**src/scg_pkg.sv**
```systemverilog
// constants and carrier types for the serial bit clock generator
// assumes one 250 MHz clock (mclk) and an APB master with 32-bit data
// Behaviour
// - hold-off bit stops clock until first sync
// - divider sync-reset enable gates divider reset
// - sync resets divider if any channel enabled
// - polarity 1: rising edge mid data bit
// - polarity 0: falling edge mid data bit
// - rate code 000 turns clock off
// - rate codes 001..101 divide by 1..16
// - sync resets enabled channels' serial outputs
package scg_pkg;

	// register indices; byte address is four times the index
	localparam logic [31:0] SCG_IDX_SRC    = 32'h0000_f802;
	localparam logic [31:0] SCG_IDX_CTRL   = 32'h0000_f803;
	localparam logic [31:0] SCG_IDX_STATUS = 32'h0000_f810;

	// control register fields
	localparam int SCG_CTRL_RATE_LSB = 0;
	localparam int SCG_CTRL_POL      = 3;
	localparam int SCG_CTRL_DIVSYNC  = 4;
	localparam int SCG_CTRL_HOLDOFF  = 5;
	localparam logic [15:0] SCG_CTRL_MASK  = 16'h003f;
	localparam logic [15:0] SCG_CTRL_RESET = 16'h0000;

	// per-channel serial-output sync enables in the source register
	localparam int SCG_SRC_CH0 = 24;
	localparam int SCG_SRC_CH1 = 16;
	localparam int SCG_SRC_CH2 = 8;
	localparam int SCG_SRC_CH3 = 0;
	localparam logic [31:0] SCG_SRC_RESET = 32'h0000_0000;

	// rate codes
	localparam logic [2:0] SCG_RATE_OFF   = 3'h0;
	localparam logic [2:0] SCG_RATE_DIV1  = 3'h1;
	localparam logic [2:0] SCG_RATE_DIV16 = 3'h5;

	// hold-off flag is armed by every hardware reset
	localparam logic SCG_HOLDOFF_RESET = 1'b1;

	// apb slave answers with no wait states
	localparam int SCG_APB_WAIT_CYCLES = 0;

	typedef struct packed {
		logic        psel;
		logic        penable;
		logic        pwrite;
		logic [31:0] paddr;
		logic [31:0] pwdata;
		logic [3:0]  pstrb;
	} scg_apb_req_s;

	typedef struct packed {
		logic [31:0] prdata;
		logic        pready;
		logic        pslverr;
	} scg_apb_rsp_s;

	typedef struct packed {
		logic       sclk;
		logic       sclk_bypass;
		logic       bit_strobe;
		logic [3:0] ser_out_rst;
	} scg_ser_s;

endpackage

```
**src/scg_div.sv**
```systemverilog
// power-of-two divider that shapes the serial bit clock
// assumes run, restart and shift come from logic on mclk
module scg_div (
	// clock and reset
	input  wire logic       mclk,
	input  wire logic       resetn,
	// control
	input  wire logic       run,
	input  wire logic       restart,
	input  wire logic [2:0] shift,
	input  wire logic       pol,
	// outputs
	output logic            sclk,
	output logic            bit_strobe,
	output logic [3:0]      phase
);

	typedef struct packed {
		logic [3:0] cnt;
		logic       running;
		logic       sclk;
		logic       strobe;
	} scg_div_state_s;

	scg_div_state_s st;
	scg_div_state_s next_st;
	logic [3:0]     mask;
	logic [3:0]     half;

	always_comb begin
		mask = 4'((5'h01 << shift) - 5'h01);
		half = 4'((5'h01 << shift) >> 1);
		next_st = st;
		next_st.running = run;
		// a stopped or restarted divider begins a fresh bit at phase zero
		if (restart || !run || !st.running) begin
			next_st.cnt = 4'h0;
		// a lowered rate wraps at once instead of running out the old count
		end else if (st.cnt >= mask) begin
			next_st.cnt = 4'h0;
		end else begin
			next_st.cnt = st.cnt + 4'h1;
		end
		next_st.strobe = run && (next_st.cnt == 4'h0);
		// data changes at phase zero, so the bit centre is at half
		if (!run) begin
			next_st.sclk = 1'b0;
		end else if (pol) begin
			next_st.sclk = (next_st.cnt >= half);
		end else begin
			next_st.sclk = (next_st.cnt < half);
		end
	end

	always_ff @(posedge mclk) begin
		if (!resetn) begin
			st <= '0;
		end else begin
			st <= next_st;
		end
	end

	assign sclk       = st.sclk;
	assign bit_strobe = st.strobe;
	assign phase      = st.cnt;

endmodule

```
**src/scg_top.sv**
```systemverilog
// serial bit clock generator with its control registers on APB
// assumes sync_in is asynchronous to mclk; divide-by-1 needs a pad clock mux
module scg_top (
	// clock and reset
	input  wire logic                  mclk,
	input  wire logic                  resetn,
	// register bus
	input  wire scg_pkg::scg_apb_req_s apb_req,
	output scg_pkg::scg_apb_rsp_s      apb_rsp,
	// sync pin
	input  wire logic                  sync_in,
	// serial clock side
	output scg_pkg::scg_ser_s          ser
);

	typedef struct packed {
		logic [15:0] ctrl;
		logic [3:0]  src_en;
		logic        holdoff;
		logic        sync_ff1;
		logic        sync_ff2;
		logic        sync_ff3;
		logic [31:0] prdata;
		logic        pslverr;
		logic [3:0]  ser_rst;
		logic        bypass;
	} scg_top_state_s;

	localparam scg_top_state_s SCG_TOP_RESET = '{
		ctrl:     scg_pkg::SCG_CTRL_RESET,
		src_en:   4'h0,
		holdoff:  scg_pkg::SCG_HOLDOFF_RESET,
		sync_ff1: 1'b0,
		sync_ff2: 1'b0,
		sync_ff3: 1'b0,
		prdata:   32'h0000_0000,
		pslverr:  1'b0,
		ser_rst:  4'h0,
		bypass:   1'b0
	};

	localparam logic [31:0] SCG_ADDR_SRC    = {scg_pkg::SCG_IDX_SRC[29:0], 2'b00};
	localparam logic [31:0] SCG_ADDR_CTRL   = {scg_pkg::SCG_IDX_CTRL[29:0], 2'b00};
	localparam logic [31:0] SCG_ADDR_STATUS = {scg_pkg::SCG_IDX_STATUS[29:0], 2'b00};

	scg_top_state_s st;
	scg_top_state_s next_st;

	logic [2:0]  rate;
	logic        pol;
	logic        divsync_en;
	logic        holdoff_en;
	logic        rate_ok;
	logic [2:0]  shift;
	logic        run;
	logic        sync_pulse;
	logic        div_restart;
	logic        wr_access;
	logic        setup;
	logic [31:0] src_word;
	logic [31:0] status_word;
	logic [31:0] wr_ctrl;
	logic [31:0] wr_src;
	logic        div_sclk;
	logic        div_strobe;
	logic [3:0]  div_phase;

	// byte-lane merge of a write into an existing word
	function automatic logic [31:0] scg_merge(
		input logic [31:0] old,
		input logic [31:0] wdata,
		input logic [3:0]  strb
	);
		logic [31:0] res;
		res = old;
		for (int i = 0; i < 4; i++) begin
			if (strb[i]) begin
				res[8*i +: 8] = wdata[8*i +: 8];
			end
		end
		return res;
	endfunction

	// control fields
	assign rate       = st.ctrl[scg_pkg::SCG_CTRL_RATE_LSB +: 3];
	assign pol        = st.ctrl[scg_pkg::SCG_CTRL_POL];
	assign divsync_en = st.ctrl[scg_pkg::SCG_CTRL_DIVSYNC];
	assign holdoff_en = st.ctrl[scg_pkg::SCG_CTRL_HOLDOFF];

	// undefined rate codes are treated like off rather than guessed at
	assign rate_ok = (rate >= scg_pkg::SCG_RATE_DIV1) && (rate <= scg_pkg::SCG_RATE_DIV16);
	assign shift   = rate - scg_pkg::SCG_RATE_DIV1;

	// clock runs only for a defined rate and outside hold-off
	assign run = rate_ok && !(holdoff_en && st.holdoff);

	// sync edge seen on the synchronised pin
	assign sync_pulse = st.sync_ff2 && !st.sync_ff3;

	// divider reset needs both its enable and some channel enabled
	assign div_restart = sync_pulse && divsync_en && (|st.src_en);

	// apb phases
	assign setup     = apb_req.psel && !apb_req.penable;
	assign wr_access = apb_req.psel && apb_req.penable && apb_req.pwrite;

	// only the serial-output sync enables live here; other bits read zero
	always_comb begin
		src_word = 32'h0000_0000;
		src_word[scg_pkg::SCG_SRC_CH0] = st.src_en[0];
		src_word[scg_pkg::SCG_SRC_CH1] = st.src_en[1];
		src_word[scg_pkg::SCG_SRC_CH2] = st.src_en[2];
		src_word[scg_pkg::SCG_SRC_CH3] = st.src_en[3];
	end

	assign status_word = {24'h00_0000, div_phase, st.holdoff, run, st.bypass, div_sclk};

	assign wr_ctrl = scg_merge({16'h0000, st.ctrl}, apb_req.pwdata, apb_req.pstrb);
	assign wr_src  = scg_merge(src_word, apb_req.pwdata, apb_req.pstrb);

	always_comb begin
		next_st = st;

		// two-stage synchroniser, third stage only for the edge
		next_st.sync_ff1 = sync_in;
		next_st.sync_ff2 = st.sync_ff1;
		next_st.sync_ff3 = st.sync_ff2;

		// first sync after reset ends the hold-off for good
		if (sync_pulse) begin
			next_st.holdoff = 1'b0;
		end

		// per-channel serial output reset, one cycle wide
		next_st.ser_rst = sync_pulse ? st.src_en : 4'h0;

		// divide-by-1 cannot come from flops; flag the pad mux instead
		next_st.bypass = run && (rate == scg_pkg::SCG_RATE_DIV1);

		// read data and error latched in setup, presented in access
		if (setup) begin
			next_st.pslverr = 1'b0;
			case (apb_req.paddr)
				SCG_ADDR_CTRL: begin
					next_st.prdata = {16'h0000, st.ctrl};
				end
				SCG_ADDR_SRC: begin
					next_st.prdata = src_word;
				end
				SCG_ADDR_STATUS: begin
					next_st.prdata = status_word;
				end
				default: begin
					next_st.prdata  = 32'h0000_0000;
					next_st.pslverr = 1'b1;
				end
			endcase
		end

		// writes take effect at the access edge; reserved bits stay zero
		if (wr_access) begin
			case (apb_req.paddr)
				SCG_ADDR_CTRL: begin
					next_st.ctrl = wr_ctrl[15:0] & scg_pkg::SCG_CTRL_MASK;
				end
				SCG_ADDR_SRC: begin
					next_st.src_en = {wr_src[scg_pkg::SCG_SRC_CH3],
						wr_src[scg_pkg::SCG_SRC_CH2],
						wr_src[scg_pkg::SCG_SRC_CH1],
						wr_src[scg_pkg::SCG_SRC_CH0]};
				end
				default: begin
					next_st.ctrl = st.ctrl;
				end
			endcase
		end
	end

	always_ff @(posedge mclk) begin
		if (!resetn) begin
			st <= SCG_TOP_RESET;
		end else begin
			st <= next_st;
		end
	end

	scg_div u_div (
		.mclk       (mclk),
		.resetn     (resetn),
		.run        (run),
		.restart    (div_restart),
		.shift      (shift),
		.pol        (pol),
		.sclk       (div_sclk),
		.bit_strobe (div_strobe),
		.phase      (div_phase)
	);

	// bus answer: zero wait states
	assign apb_rsp.prdata  = st.prdata;
	assign apb_rsp.pready  = 1'b1;
	assign apb_rsp.pslverr = apb_req.psel && apb_req.penable && st.pslverr;

	// serial side
	assign ser.sclk        = div_sclk;
	assign ser.sclk_bypass = st.bypass;
	assign ser.bit_strobe  = div_strobe;
	assign ser.ser_out_rst = st.ser_rst;

endmodule

```
**config.mk**
```make
export PLATFORM = sky130hd
export DESIGN_NAME = scg_top
export DESIGN_NICKNAME = d
export VERILOG_FILES = /design/src/scg_pkg.sv /design/src/scg_div.sv /design/src/scg_top.sv
export SDC_FILE = /design/constraint.sdc
export NUM_CORES = 1
export LEC_CHECK = 0
export BUFFER_PORTS_ARGS = -buffer_cell sky130_fd_sc_hd__buf_2
export CORE_ASPECT_RATIO = 0.8
export CORE_MARGIN = 4
export CORE_UTILIZATION = 40
export DETAILED_ROUTE_END_ITERATION = 8
export HOLD_SLACK_MARGIN = 0.06
export PLACE_DENSITY = 0.7
export SYNTH_ARGS = -nofsm -noshare
export SYNTH_HDL_FRONTEND = slang
export SYNTH_SLANG_ARGS = --single-unit
```
**constraint.sdc**
```tcl
create_clock -name mclk -period 10.1 [get_ports mclk]
set_input_delay 1.515 -clock mclk [delete_from_list [all_inputs] [get_ports mclk]]
set_output_delay 1.515 -clock mclk [all_outputs]
set_load 0.05 [all_outputs]
```
==> flow_metrics.tcl <==
set metrics [dict create \
    hold_class "reg -> reg" \
    timing.slew.headroom_pct 62.23 \
    grt_max_degree 27 \
    postRouteAntennaNets 0 \
    slew_violations 0 \
    fin_area_um2 2454 \
    clk_path_buf_depth 2 \
    worstReg2RegEnd "u_div.sclk" \
    grt_pass1_vias 1650 \
    grt_overflow 0 \
    crit_start "rate[1]" \
    dpl_cell_area_um2 2340 \
    yosysWarningCount 0 \
    worstMarginPinSlew_ns 0.5613 \
    antenna_found_initial 0 \
    num_antenna_cells 0 \
    reg2reg_slack_ns 6.39 \
    skew_ns 0.007994 \
    die-height_um 74.22 \
    p_total_w 0.0003179 \
    areaGrowthSynthToFinish_pct 11.93 \
    holdPathEnd "next_st[38]" \
    cts.sinks 38 \
    insertion_delay_ns 0.29 \
    syn_area_um2 2192 \
    syn_inst 259 \
    synth_cell_types 41 \
    p_int_w 0.0002336 \
    nNetsFinal 389 \
    drc 0 \
    h-tree-depth 2 \
    period_share_pct 36.76 \
    finalHoldViolCount 0 \
    dr_total_vias 1812 \
    start_kind "flip-flop" \
    p_sw_w 0.00008436 \
    maxCapViolCount 0 \
    power_leakage_nw 1.096 \
    setup_violations 0 \
    die-area_um2 6736 \
    clockPowerShare_pct 40.8 \
    clockRootBuffer "clkbuf_8" \
    core_area_um2 5151 \
    reg2reg_depth 14 \
    hold_buffers 0 \
    initialDrtViolationCount 85 \
    irDropWorstVdd_mv 0.06651 \
    clk_pin_slew_ns 0.08 \
    io_pins 115 \
    row_count 23 \
    dpl.hpwl_um 3800 \
    synth-main-ff-cell "dfxtp_1" \
    grt_pass1_wl_um 7665 \
    cts_setup_buffers 0 \
    arrival_ns 3.90 \
    status "finished clean" \
    min-delay-start "next_st[39]" \
    ys_ff_latch 38 \
    crit_path_end_kind "flip-flop" \
    yosysSeqAreaShare_pct 34.70 \
    start_util_pct 42.56 \
    cp.required_ns 10.28 \
    die_w_um 90.77 \
    synth_edf_count 0 \
    rr_startpoint "rate[1]" \
    drive_gt1_share_pct 29.74 \
    grt_util_all_layers_pct 14.19 \
    seqPwrFrac_pct 47.5 \
    place_congestion 0.7819 \
    critical_path_class "reg -> reg" \
    p_comb_share_pct 11.6 \
    io_buffers 69 \
    powerDensity_nw_per_um2 129.6 \
    via_per_inst 4.924 \
    tns_ns 0 \
    critPathMaxFanout 10 \
    cts_tree "built" \
    fin_crit_ns 3.712 \
    min_path_cells 1 \
    drt_pre_antenna_iters 4 \
    p_sw_share_pct 26.54 \
    wl_per_cell_um 13.16 \
    synthArstFlopShare_pct 0 \
    wirelength_um 4842 \
    cts_buffers 5 \
    post_cts_resized 0 \
    syn_area_per_cell_um2 8.464 \
    max_freq_ghz 0.2694 \
    grt_setup_unrepaired "false" \
    hold_ws_ns 0.4374 \
]
==> state kept, by name (all words and copies together), names as in the netlist <==
| register | flops |
|---|---|
| apb_rsp | 11 |
| divsync_en | 1 |
| holdoff_en | 1 |
| next_st | 2 |
| pol | 1 |
| rate | 3 |
| ser | 5 |
| src_word | 4 |
| st | 3 |
| u_div.bit_strobe | 1 |
| u_div.phase | 4 |
| u_div.sclk | 1 |
| u_div.st | 1 |
==> metal layers <==
metal,vias to the layer above,share of wire [%],track usage (%)
li1,927,-,-
met5,-,0,0
met3,2,7.8,4.044
met4,0,0.43,2.547
met1,825,49,19.42
met2,58,43,22.76
==> logic make-up (layout without fill, tap and decap cells) <==
| group | after synthesis | in the layout | synth area share, % |
|---|---|---|---|
| XOR/XNOR | 4 | 4 | 1.598 |
| AND/OR/NAND/NOR | 99 | 99 | 25.97 |
| other | 2 | 22 | 0.3426 |
| buffers and inverters | 60 | 87 | 17.69 |
| adder cells (fa/ha/maj) | 10 | 10 | 5.708 |
| flip-flops | 38 | 38 | 34.70 |
| multiplexers | 7 | 7 | 3.196 |
| AO/OA/AOI/OAI | 39 | 39 | 10.79 |
==> cell usage in the layout, fill, tap and decap left out, types with 3 or more instances in the layout <==
| cell | count |
|---|---|
| buf_2 | 69 |
| dfxtp_1 | 38 |
| nand2_1 | 29 |
| conb_1 | 22 |
| a21oi_1 | 14 |
| nand4_1 | 11 |
| inv_1 | 10 |
| nor2_1 | 10 |
| ha_1 | 10 |
| o21ai_0 | 8 |
| and3_1 | 7 |
| mux2i_1 | 7 |
| nor2b_1 | 6 |
| nor4_1 | 5 |
| and2_1 | 5 |
| a22oi_1 | 5 |
| clkbuf_8 | 5 |
| nand3b_1 | 4 |
| nor3_2 | 4 |
| nand3_1 | 4 |
| o21ai_1 | 4 |
| a31o_2 | 3 |
==> area by class of cell <==
type / count / area [µm²]
clock buffers: 5 / 68.82
flip-flops and latches: 38 / 760.7
clock inverters: 3 / 45.04
repair buffers: 69 / 345.3
fillers: 514 / 2698
multi-input cells: 181 / 1119
inverters: 10 / 37.54
well taps: 62 / 77.57
==> cells in the mapped netlist (2+ instances only) <==
| cell | n | area, µm² |
|---|---|---|
| o21ai_1 | 4 | 20.02 |
| and3_1 | 7 | 43.79 |
| a21oi_1 | 14 | 70.07 |
| or3b_2 | 2 | 17.52 |
| a31o_2 | 3 | 26.28 |
| o21ai_0 | 8 | 40.04 |
| inv_1 | 10 | 37.54 |
| nor3b_2 | 2 | 25.02 |
| ha_1 | 10 | 125.1 |
| mux2i_1 | 7 | 70.07 |
| nand2b_1 | 2 | 12.51 |
| nor2b_1 | 6 | 37.54 |
| and2_1 | 5 | 31.28 |
| conb_1 | 2 | 7.510 |
| xor2_1 | 2 | 17.52 |
| nor3_2 | 4 | 40.04 |
| nand2_1 | 29 | 108.9 |
| dfxtp_1 | 38 | 760.7 |
| nand4_1 | 11 | 68.82 |
| nor4b_1 | 2 | 17.52 |
| nand3b_1 | 4 | 30.03 |
| buf_4 | 41 | 307.8 |
| nor2_1 | 10 | 37.54 |
| xnor2_1 | 2 | 17.52 |
| a22oi_1 | 5 | 37.54 |
| nand3_1 | 4 | 20.02 |
| clkbuf_1 | 7 | 26.28 |
| nor4_1 | 5 | 31.28 |
==> how the worst max path moves through the flow <==
stage | to | slack, ns | cells after the start
3_3_place_gp | u_div.sclk | 6.41 | 14
4_1_cts | u_div.sclk | 6.37 | 14
3_5_place_dp | u_div.sclk | 6.40 | 14
2_1_floorplan | apb_rsp[0] | 6.62 | 1
6_report | u_div.sclk | 6.39 | 14
5_1_grt | u_div.sclk | 6.01 | 14
==> worst max-delay path: stages (launching register included) <==
cell     delay (ns)
dfxtp_1        0.52
or3b_2         0.50
ha_1           0.22
xor2_1         0.16
ha_1           0.27
o21ai_0        0.15
a21oi_1        0.08
nor4_1         0.54
and2_1         0.23
ha_1           0.24
nor2b_1        0.13
o21a_1         0.15
o21ai_0        0.19
a41o_1         0.19
nor2_1         0.04
==> power by group through the flow <==
stage                     registers (W)  clock network (W)   logic, W
after global placement         0.000155                  0  0.0000365
final                          0.000151           0.000130  0.0000370
after CTS                      0.000151           0.000131  0.0000369
after floorplan                0.000154                  0  0.0000323
after detailed placement       0.000155                  0  0.0000368
after global routing           0.000151           0.000138  0.0000401
==> through the flow <==
stage | instances | worst slack, ns | utilization, %
6_report | 368 | 6.388 | 47.63
2_1_floorplan | 279 | 6.621 | -
3_5_place_dp | 360 | 6.399 | 45.42
5_1_grt | 368 | 6.006 | 47.63
3_3_place_gp | 360 | 6.410 | 45.42
4_1_cts | 368 | 6.373 | 47.63
Note: power is estimated with default switching activity, not from simulation.
